## config.mk

```make
export PLATFORM = sky130hd
export DESIGN_NAME = timer_counter_channels
export DESIGN_NICKNAME = d
export VERILOG_FILES = /design/src/rtl/timer_counter_channels_pkg.sv /design/src/rtl/timer_channel.sv /design/src/rtl/timer_counter_channels.sv
export VERILOG_INCLUDE_DIRS = /design/src /design/src/rtl
export SDC_FILE = /design/constraint.sdc
export NUM_CORES = 1
export LEC_CHECK = 0
export BUFFER_PORTS_ARGS = -buffer_cell sky130_fd_sc_hd__clkbuf_2
export CAP_MARGIN = 20
export CORE_MARGIN = 2
export CORE_UTILIZATION = 52
export DETAILED_ROUTE_END_ITERATION = 10
export GPL_TIMING_DRIVEN = 0
export PLACE_DENSITY_LB_ADDON = 0.08
export SETUP_SLACK_MARGIN = 0.2
export SKIP_CTS_REPAIR_TIMING = 1
export SYNTH_ARGS = -nofsm -noshare
export SYNTH_HDL_FRONTEND = slang
export SYNTH_HIERARCHICAL = 1
export SYNTH_SLANG_ARGS = --single-unit
```

## constraint.sdc

```tcl
create_clock -name clk_sys -period 2.3 [get_ports clk_sys]
set_input_delay 0.115 -clock clk_sys [delete_from_list [all_inputs] [get_ports clk_sys]]
set_output_delay 0.115 -clock clk_sys [all_outputs]
set_load 0.005 [all_outputs]
```

## src/rtl/timer_counter_channels_map.svh

```systemverilog
// register offsets, field positions and reset values of the timer block
// assumes a 32-bit apb slave, one aligned word per register
// Overview of operation
// [RL1] writing the reset bit clears counter and prescaler, then counting restarts at zero
// [RL2] reset bit clears itself, always reads zero, cleared by system reset
// [RL3] stop and reset written together leave the counter halted at zero
// [RL4] prescale select: codes 0..6 divide bus clock by 2^code, 7 is external pin
// [RL5] counter bytes read-only; high read latches low byte until low byte read
// [RL6] counter bytes read zero after system reset and after counter reset
// [RL7] low-byte latch holds through a break until the low byte is read
// [RL8] full-duty bit with overflow-toggle set forces pwm output to 100 percent
// [RL9] full-duty change takes effect only from the next pwm period
// [RL10] channel value pair holds capture value or compare value; reset content undefined
// [RL11] in capture mode a high-byte read blocks captures until low byte read
// [RL12] in compare mode a high-byte write blocks compares until low byte written
// [RL13] sixteen-bit up-counter advances on each prescaled tick unless stopped
// [RL14] software reads counter high first and writes channel high byte first
`ifndef TIMER_COUNTER_CHANNELS_MAP_SVH
`define TIMER_COUNTER_CHANNELS_MAP_SVH

`define TC_OFF_CTRL     12'h000
`define TC_OFF_CNT_HI   12'h004
`define TC_OFF_CNT_LO   12'h008
`define TC_OFF_CH0_CTRL 12'h010
`define TC_OFF_CH0_HI   12'h014
`define TC_OFF_CH0_LO   12'h018
`define TC_OFF_CH1_CTRL 12'h020
`define TC_OFF_CH1_HI   12'h024
`define TC_OFF_CH1_LO   12'h028

// control register fields
`define TC_CTRL_PS_LSB  0
`define TC_CTRL_RST_BIT 4
`define TC_CTRL_STP_BIT 5
`define TC_CTRL_RESET   8'h00

// channel control fields
`define TC_CH_MAX_BIT   0
`define TC_CH_TOV_BIT   1
`define TC_CH_MSA_BIT   2
`define TC_CH_MSB_BIT   3
`define TC_CH_EDGE_BIT  4
`define TC_CH_RESET     8'h00

`define TC_PS_EXT       3'h7
`define TC_NUM_CH       2

`endif

```

## src/rtl/timer_counter_channels_pkg.sv

```systemverilog
// types shared by the timer block
// assumes the map header supplies the numbers
package timer_counter_channels_pkg;
  typedef logic [2:0]  prescale_t;
  typedef logic [15:0] count_t;
  typedef logic [7:0]  byte_t;
endpackage : timer_counter_channels_pkg

```

## src/rtl/timer_channel.sv

```systemverilog
// one capture / compare / pwm channel of the timer
// assumes counter and tick come from the same clock domain
`timescale 1ns/1ps
`default_nettype none
`include "timer_counter_channels_map.svh"
module timer_channel
  import timer_counter_channels_pkg::*;
(
  input  wire logic   clk_sys,
  input  wire logic   srst,
  input  wire count_t count,
  input  wire logic   tick,
  input  wire logic   wrap,
  input  wire byte_t  ctrl,
  input  wire logic   wr_hi,
  input  wire logic   wr_lo,
  input  wire logic   rd_hi,
  input  wire logic   rd_lo,
  input  wire byte_t  wdata,
  input  wire logic   cap_in,
  output count_t      value,
  output logic        pwm_out
);
  logic   capture_mode;
  logic   cap_block_r;
  logic   cmp_block_r;
  logic   cap_d_r;
  logic   max_act_r;
  count_t value_r;
  logic   edge_seen;
  logic   match;

  assign capture_mode = ~ctrl[`TC_CH_MSB_BIT] & ~ctrl[`TC_CH_MSA_BIT];
  assign edge_seen    = ctrl[`TC_CH_EDGE_BIT] ? (~cap_in & cap_d_r) : (cap_in & ~cap_d_r);
  assign match        = ~capture_mode & ~cmp_block_r & tick & (count == value_r);
  assign value        = value_r;

  // capture input already synchronised by the top; one delay for edge detect
  always_ff @(posedge clk_sys) begin
    if (srst) cap_d_r <= 1'b0;
    else      cap_d_r <= cap_in;
  end

  // interlocks: read-high blocks capture, write-high blocks compare
  always_ff @(posedge clk_sys) begin
    if (srst) begin
      cap_block_r <= 1'b0;
      cmp_block_r <= 1'b0;
    end else begin
      if (rd_lo)                     cap_block_r <= 1'b0;
      else if (rd_hi && capture_mode) cap_block_r <= 1'b1; // [RL11]
      if (wr_lo)                     cmp_block_r <= 1'b0;
      else if (wr_hi && !capture_mode) cmp_block_r <= 1'b1; // [RL12]
    end
  end

  // value register has no reset: content undefined after reset
  always_ff @(posedge clk_sys) begin
    if (wr_hi) value_r[15:8] <= wdata;
    else if (capture_mode && !cap_block_r && edge_seen) value_r <= count; // [RL10]
    if (wr_lo) value_r[7:0] <= wdata;
  end

  // full-duty sampled only at period wrap so a change waits for the next period
  always_ff @(posedge clk_sys) begin
    if (srst)      max_act_r <= 1'b0;
    else if (wrap) max_act_r <= ctrl[`TC_CH_MAX_BIT] & ctrl[`TC_CH_TOV_BIT]; // [RL9]
  end

  // pwm: set at wrap, clear on match, pinned high while full-duty active
  always_ff @(posedge clk_sys) begin
    if (srst)                      pwm_out <= 1'b0;
    else if (max_act_r)            pwm_out <= 1'b1; // [RL8]
    else if (capture_mode)         pwm_out <= 1'b0;
    else if (wrap)                 pwm_out <= 1'b1;
    else if (match)                pwm_out <= 1'b0;
  end
endmodule : timer_channel
`default_nettype wire

```

## src/rtl/timer_counter_channels.sv

```systemverilog
// timer top: apb registers, prescaler, 16-bit counter, two channels
// assumes apb on clk_sys; external clock and capture pins are asynchronous
//
// The APB slave port and the register offsets were left to the implementer.
`timescale 1ns/1ps
`default_nettype none
`include "timer_counter_channels_map.svh"
module timer_counter_channels
  import timer_counter_channels_pkg::*;
(
  input  wire logic        clk_sys,
  input  wire logic        srst,
  input  wire logic        psel,
  input  wire logic        penable,
  input  wire logic        pwrite,
  input  wire logic [11:0] paddr,
  input  wire logic [31:0] pwdata,
  output logic      [31:0] prdata,
  output logic             pready,
  output logic             pslverr,
  input  wire logic        external_timer_clock_pin,
  input  wire logic        break_active,
  input  wire logic [1:0]  capture_pin,
  output logic      [1:0]  pwm_pin
);
  import timer_counter_channels_pkg::*;

  prescale_t   clock_prescale_select_r;
  logic        counter_stop_bit_r;
  logic        counter_reset_req;
  logic [5:0]  presc_r;
  count_t      count_r;
  byte_t       lo_latch_r;
  logic        lo_latched_r;
  logic [2:0]  ext_sync_r;
  logic [1:0]  cap_s1_r;
  logic [1:0]  cap_s2_r;
  byte_t       ch_ctrl_r [`TC_NUM_CH];
  count_t      ch_value  [`TC_NUM_CH];
  logic [1:0]  ch_pwm;
  logic        tick;
  logic        wrap;
  logic        access;
  logic        wr;
  logic        rd;
  logic [31:0] rdata_nxt;
  logic        unmapped;

  // one wait state; writes land only at the edge where pready is seen high,
  // reads sample at the access edge so the low-byte latch matches the high byte
  assign access = psel & penable & ~pready;
  assign wr     = psel & penable & pready & pwrite;
  assign rd     = access & ~pwrite;
  assign counter_reset_req = wr && (paddr == `TC_OFF_CTRL) && pwdata[`TC_CTRL_RST_BIT]; // [RL1]

  // control register; reset bit is never stored, so it reads zero
  always_ff @(posedge clk_sys) begin
    if (srst) begin
      clock_prescale_select_r <= 3'h0; // [RL4]
      counter_stop_bit_r      <= 1'b0;
    end else if (wr && paddr == `TC_OFF_CTRL) begin
      clock_prescale_select_r <= pwdata[`TC_CTRL_PS_LSB +: 3];
      counter_stop_bit_r      <= pwdata[`TC_CTRL_STP_BIT];
    end
  end

  // external clock pin: two flops, third only for edge detection
  always_ff @(posedge clk_sys) begin
    if (srst) ext_sync_r <= 3'h0;
    else      ext_sync_r <= {ext_sync_r[1:0], external_timer_clock_pin};
  end

  // capture pins synchronised before the channels look at them
  always_ff @(posedge clk_sys) begin
    if (srst) begin
      cap_s1_r <= 2'h0;
      cap_s2_r <= 2'h0;
    end else begin
      cap_s1_r <= capture_pin;
      cap_s2_r <= cap_s1_r;
    end
  end

  // free prescaler; cleared by counter reset
  always_ff @(posedge clk_sys) begin
    if (srst || counter_reset_req) presc_r <= 6'h00; // [RL1]
    else                           presc_r <= presc_r + 6'h01;
  end

  // tick selection: divide by 2^code, code 7 takes rising edge of pin
  always_comb begin
    case (clock_prescale_select_r) // [RL4]
      3'h0:    tick = 1'b1;
      3'h1:    tick = (presc_r[0]   == 1'h1);
      3'h2:    tick = (presc_r[1:0] == 2'h3);
      3'h3:    tick = (presc_r[2:0] == 3'h7);
      3'h4:    tick = (presc_r[3:0] == 4'hf);
      3'h5:    tick = (presc_r[4:0] == 5'h1f);
      3'h6:    tick = (presc_r[5:0] == 6'h3f);
      default: tick = ext_sync_r[1] & ~ext_sync_r[2];
    endcase
  end

  assign wrap = tick & ~counter_stop_bit_r & (count_r == 16'hffff);

  // counter: reset wins, stop holds, else advance per tick
  always_ff @(posedge clk_sys) begin
    if (srst || counter_reset_req) count_r <= 16'h0000; // [RL1] [RL3] [RL6]
    else if (!counter_stop_bit_r && tick) count_r <= count_r + 16'h0001; // [RL13]
  end

  // coherent byte read: high read latches low byte, held until low read
  always_ff @(posedge clk_sys) begin
    if (srst || counter_reset_req) begin
      lo_latch_r   <= 8'h00; // [RL6]
      lo_latched_r <= 1'b0;
    end else if (rd && paddr == `TC_OFF_CNT_LO) begin
      lo_latched_r <= 1'b0;
    end else if (rd && paddr == `TC_OFF_CNT_HI && !lo_latched_r) begin
      lo_latch_r   <= count_r[7:0]; // [RL5] [RL7]
      lo_latched_r <= 1'b1;
    end
  end

  // channel control registers
  always_ff @(posedge clk_sys) begin
    if (srst) begin
      ch_ctrl_r[0] <= `TC_CH_RESET;
      ch_ctrl_r[1] <= `TC_CH_RESET;
    end else if (wr) begin
      if (paddr == `TC_OFF_CH0_CTRL) ch_ctrl_r[0] <= pwdata[7:0];
      if (paddr == `TC_OFF_CH1_CTRL) ch_ctrl_r[1] <= pwdata[7:0];
    end
  end

  timer_channel u_ch0 (
    .clk_sys (clk_sys),
    .srst    (srst),
    .count   (count_r),
    .tick    (tick & ~counter_stop_bit_r),
    .wrap    (wrap),
    .ctrl    (ch_ctrl_r[0]),
    .wr_hi   (wr && paddr == `TC_OFF_CH0_HI),
    .wr_lo   (wr && paddr == `TC_OFF_CH0_LO),
    .rd_hi   (rd && paddr == `TC_OFF_CH0_HI),
    .rd_lo   (rd && paddr == `TC_OFF_CH0_LO),
    .wdata   (pwdata[7:0]),
    .cap_in  (cap_s2_r[0]),
    .value   (ch_value[0]),
    .pwm_out (ch_pwm[0])
  );

  timer_channel u_ch1 (
    .clk_sys (clk_sys),
    .srst    (srst),
    .count   (count_r),
    .tick    (tick & ~counter_stop_bit_r),
    .wrap    (wrap),
    .ctrl    (ch_ctrl_r[1]),
    .wr_hi   (wr && paddr == `TC_OFF_CH1_HI),
    .wr_lo   (wr && paddr == `TC_OFF_CH1_LO),
    .rd_hi   (rd && paddr == `TC_OFF_CH1_HI),
    .rd_lo   (rd && paddr == `TC_OFF_CH1_LO),
    .wdata   (pwdata[7:0]),
    .cap_in  (cap_s2_r[1]),
    .value   (ch_value[1]),
    .pwm_out (ch_pwm[1])
  );

  // read mux; reset bit always reads zero
  always_comb begin
    rdata_nxt = 32'h0000_0000;
    unmapped  = 1'b0;
    case (paddr)
      `TC_OFF_CTRL:     rdata_nxt[7:0] = {2'h0, counter_stop_bit_r, 2'h0,
                                          clock_prescale_select_r}; // [RL2]
      `TC_OFF_CNT_HI:   rdata_nxt[7:0] = count_r[15:8];
      `TC_OFF_CNT_LO:   rdata_nxt[7:0] = lo_latched_r ? lo_latch_r : count_r[7:0]; // [RL5]
      `TC_OFF_CH0_CTRL: rdata_nxt[7:0] = ch_ctrl_r[0];
      `TC_OFF_CH0_HI:   rdata_nxt[7:0] = ch_value[0][15:8];
      `TC_OFF_CH0_LO:   rdata_nxt[7:0] = ch_value[0][7:0];
      `TC_OFF_CH1_CTRL: rdata_nxt[7:0] = ch_ctrl_r[1];
      `TC_OFF_CH1_HI:   rdata_nxt[7:0] = ch_value[1][15:8];
      `TC_OFF_CH1_LO:   rdata_nxt[7:0] = ch_value[1][7:0];
      default:          unmapped = 1'b1;
    endcase
  end

  // apb answer registered; one wait state, pready pulses one cycle
  always_ff @(posedge clk_sys) begin
    if (srst) begin
      pready  <= 1'b0;
      prdata  <= 32'h0000_0000;
      pslverr <= 1'b0;
    end else begin
      pready  <= access;
      pslverr <= access & unmapped;
      if (rd) prdata <= rdata_nxt;
    end
  end

  // pwm pins registered
  always_ff @(posedge clk_sys) begin
    if (srst) pwm_pin <= 2'h0;
    else      pwm_pin <= ch_pwm;
  end

  // break_active only documents intent: latch already persists through breaks
  logic unused_break;
  assign unused_break = break_active;
endmodule : timer_counter_channels
`default_nettype wire

```

==> flow_summary_export.csv <==
group,metric,value,unit
run_status,status,"finished with violations",
run_status,violations,"hold timing, setup timing",
timing,hold_violations,1,
yosys,yosysSeqAreaShare,45.46,%
yosys,synth-edff-count,48,
clock_tree,htreeDepth,3,
hold_path,holdPathStages,2,
final_layout,layout.cells.non_filler,829,
power,seq_power_share,50.1,%
clock_tree,root_buffer,"clkbuf_16",
floorplan,die_w,111.3,um
final_layout,drive_above_1_share,24.49,%
grt,antenna_found_initial,0,
yosys,yosys.cell_types.count,72,
clock_tree,insertion_delay,0.36,ns
timing,holdWs,-0.03032,ns
floorplan,ioPinCount,89,
final_layout,fin_area,7114,sq um
floorplan,core.rowCount,39,
timing,maxSlewViolCount,0,
power,combPwrFrac,7.5,%
route,ant_nets,0,
grt,gr-total-overflow,0,
yosys,synth_top_family_by_area,"simple AND/OR/NAND/NOR gates",
power,switching_share,22.80,%
worst_setup_path,worstPathMaxFanout,8,
worst_setup_path,rrSetupSlack,-0.05,ns
yosys,yosys.area_share.adder,0.8356,%
worst_setup_path,reg2reg_from,"presc_r[0]",
clock_tree,cts_buffers,9,
power,p_sw,0.9729,mW
yosys,synth_area,5989,sq um
grt,grt_pass1_wl,25.99,mm
timing,rsz0062_at_grt,"yes",
worst_setup_path,setup.worst_path.class,"flop to flop",
timing,timing.final.crit_share,102.2,%
power,p_int,3.295,mW
floorplan,start_util,52.91,%
job,maxCapViolCount,0,
timing,fin_ws,-0.05112,ns
yosys,yosys_register_bits,112,
yosys,synthSimpleGateAreaFrac,19.53,%
place,hpwl,12.79,mm
power,pwr_density_cell,599.8,nW/um^2
yosys,synth_area_per_cell,10.03,sq um
place,dp.cells,800,
timing,finClkSkew,0.007757,ns
hold_path,min_path_type,"input pin to flop",
timing,tightest_slew,0.6189,ns
power,p_leak,2.583,nW
yosys,synth_compound_area_share,12.45,%
power,power,4.267,mW
grt,grt_pass1_vias,4485,
route,drc,0,
worst_setup_path,r2r_cells,13,
yosys,synthCells,597,
route,vias,4903,
power,clockPowerShare,42.4,%
floorplan,die_y,111.3,um
yosys,synthFlopType,"dfxtp_1",
yosys,yosysWarnings,6,
grt,grt.total_usage,27.71,%
worst_setup_path,r2r_end,"u_ch0/pwm_out",
final_layout,nets,738,
route,routed_wl,17.42,mm
place,place_ws,-0.5766,ns
final_layout,area_delta_synth_final,18.78,%
worst_setup_path,worstPathArrival,2.63,ns
floorplan,dieArea,12390,sq um
worst_setup_path,required,2.58,ns
route,dr.pass1.iters,5,
worst_setup_path,startpoint_type,"flop",
yosys,synth-async-reset-ratio,0,%
place,place_area,6456,sq um
place,place.gp.congestion,0.9246,
clock_tree,cts_tree,"yes",
final_layout,diodes,0,
route,routed_via_density,5.914,
floorplan,core_area,11320,sq um
timing,max_slew_margin,58.74,%
timing,finalSetupViolCount,2,
route,drt-wirelength-per-cell,21.01,um
yosys,synth_xor_area_share,5.557,%
grt,grt_max_degree,19,
hold_path,hold_end,"ext_sync_r[0]",
yosys,synthMuxAreaShare,10.09,%
route,drt_iter0_drc,363,
timing,finalCriticalPeriod,2.351,ns
clock_tree,clk_pin_slew,0.07,ns
worst_setup_path,end_kind,"flop",
power,ir_worst_vdd,0.4702,mV
timing,max_freq,425.3,MHz
clock_tree,cts.sinks,112,
clock_tree,clk_path_buf_depth,2,
place,io_buffers,35,
hold_path,min-delay-start,"external_timer_clock_pin",
## metrics by stage
stage | util (%) | setup TNS [ns]
2_1_floorplan | - | 0
3_3_place_gp | 56.92 | -27.87
6_report | 62.84 | -0.08991
5_1_grt | 62.84 | -0.3200
4_1_cts | 60.08 | -4.543
3_5_place_dp | 57.03 | -23.25
## sequential cells by signal, summed over array words and instances, names as in the netlist, 2 cells and up
register / flops
prdata: 8
cap_s2_r: 2
clock_prescale_select_r: 3
presc_r: 6
u_ch1/value: 16
lo_latch_r: 8
count_r: 16
ch_ctrl_r: 16
ext_sync_r: 3
u_ch0/value: 16
cap_s1_r: 2
pwm_pin: 2
## placed cells by master, fill, tap and decap left out, drive strengths merged, types with 5 or more instances in the layout
master  instances
nand2b          8
nor3           17
nand3          19
o21ai          24
inv            15
buf            55
a21oi          31
nand2          54
clkbuf         51
a211oi          6
and2            8
nand4          14
edfxtp         48
mux2           35
nor2           40
conb           24
or3            11
and3            5
dfxtp          64
mux2i          21
nor2b          18
or4             7
o31ai           7
a22oi           7
xnor2          34
## kinds of logic (layout without fill, tap and decap cells)
family                     count (synthesis)  after routing
and+or+nand+nor                          214            214
DFF                                      112            112
AOI/OAI and AO/OA                        108            108
buffers and inverters                     64            130
muxes                                     56             56
xor gates and xnor gates                  38             38
adders and majority gates                  4              4
other                                      1             24
## Yosys cell counts (4+ instances only)
cell      count  area [sq um]
a21oi_1      30         150.1
inv_1        13         48.80
mux2i_1      21         210.2
dfxtp_1      64          1281
a211oi_1      6         45.04
and3_1        5         31.28
or3_1        11         68.82
ha_1          4         50.05
buf_4        25         187.7
edfxtp_1     48          1441
nor3_1       14         70.07
a22oi_1       7         52.55
o21ai_0      23         115.1
nand2_1      54         202.7
and2_1        8         50.05
buf_2        15         75.07
o31ai_1       7         52.55
xor2_1        4         35.03
nand2b_1      8         50.05
xnor2_1      34         297.8
nand3_1      18         90.09
nand3b_1      4         30.03
nor2b_1      18         112.6
or4_1         4         30.03
mux2_1       32         360.4
nor2_1       36         135.1
nand4_1      13         81.33
clkbuf_1      8         30.03
## power by group through the flow
stage                     Sequential [mW]  Combinational, mW  Clock [mW]
after floorplan                      2.17              0.187           0
after global placement               2.18              0.282           0
after detailed placement             2.18              0.288           0
after CTS                            2.13              0.290        1.83
after global routing                 2.14              0.345        1.90
final                                2.14              0.321        1.81
## layout make-up
cell class / count / area, sq um
Fill cell: 965 / 4207
Multi-Input combinational cell: 444 / 3183
Sequential cell: 112 / 2733
Buffer: 49 / 317.8
Timing Repair Buffer: 50 / 300.3
Clock buffer: 9 / 225.2
Tap cell: 143 / 178.9
Clock inverter: 7 / 120.1
Inverter: 15 / 56.30
## worst max-delay path by stage
stage | slack (ns) | startpoint | endpoint
2_1_floorplan | 0.20 | presc_r[0] | u_ch0/pwm_out
6_report | -0.05 | presc_r[0] | u_ch0/pwm_out
5_1_grt | -0.14 | presc_r[1] | u_ch1/pwm_out
3_5_place_dp | -0.58 | paddr[5] | u_ch1/value[10]
3_3_place_gp | -0.70 | paddr[5] | ch_ctrl_r[0][15]
4_1_cts | -0.33 | presc_r[0] | u_ch1/pwm_out
## routing by layer
metal	vias up	share of wire (%)	global-route usage, %
li1	2285	-	-
met1	2344	43	39.29
met2	244	45	43.17
met3	30	9.0	5.030
met4	0	2.4	9.300
met5	-	0	0
## critical path: stages (launching register included)
cell	delay (ns)
dfxtp_4	0.38
ha_4	0.14
and3_4	0.19
ha_4	0.13
mux2i_4	0.07
a31oi_4	0.23
nand4_1	0.21
buf_6	0.20
nor3_4	0.20
buf_12	0.16
nor2_1	0.05
nand3_1	0.07
nor3_1	0.06
a221oi_2	0.19
(Power assumes the default switching activity.)
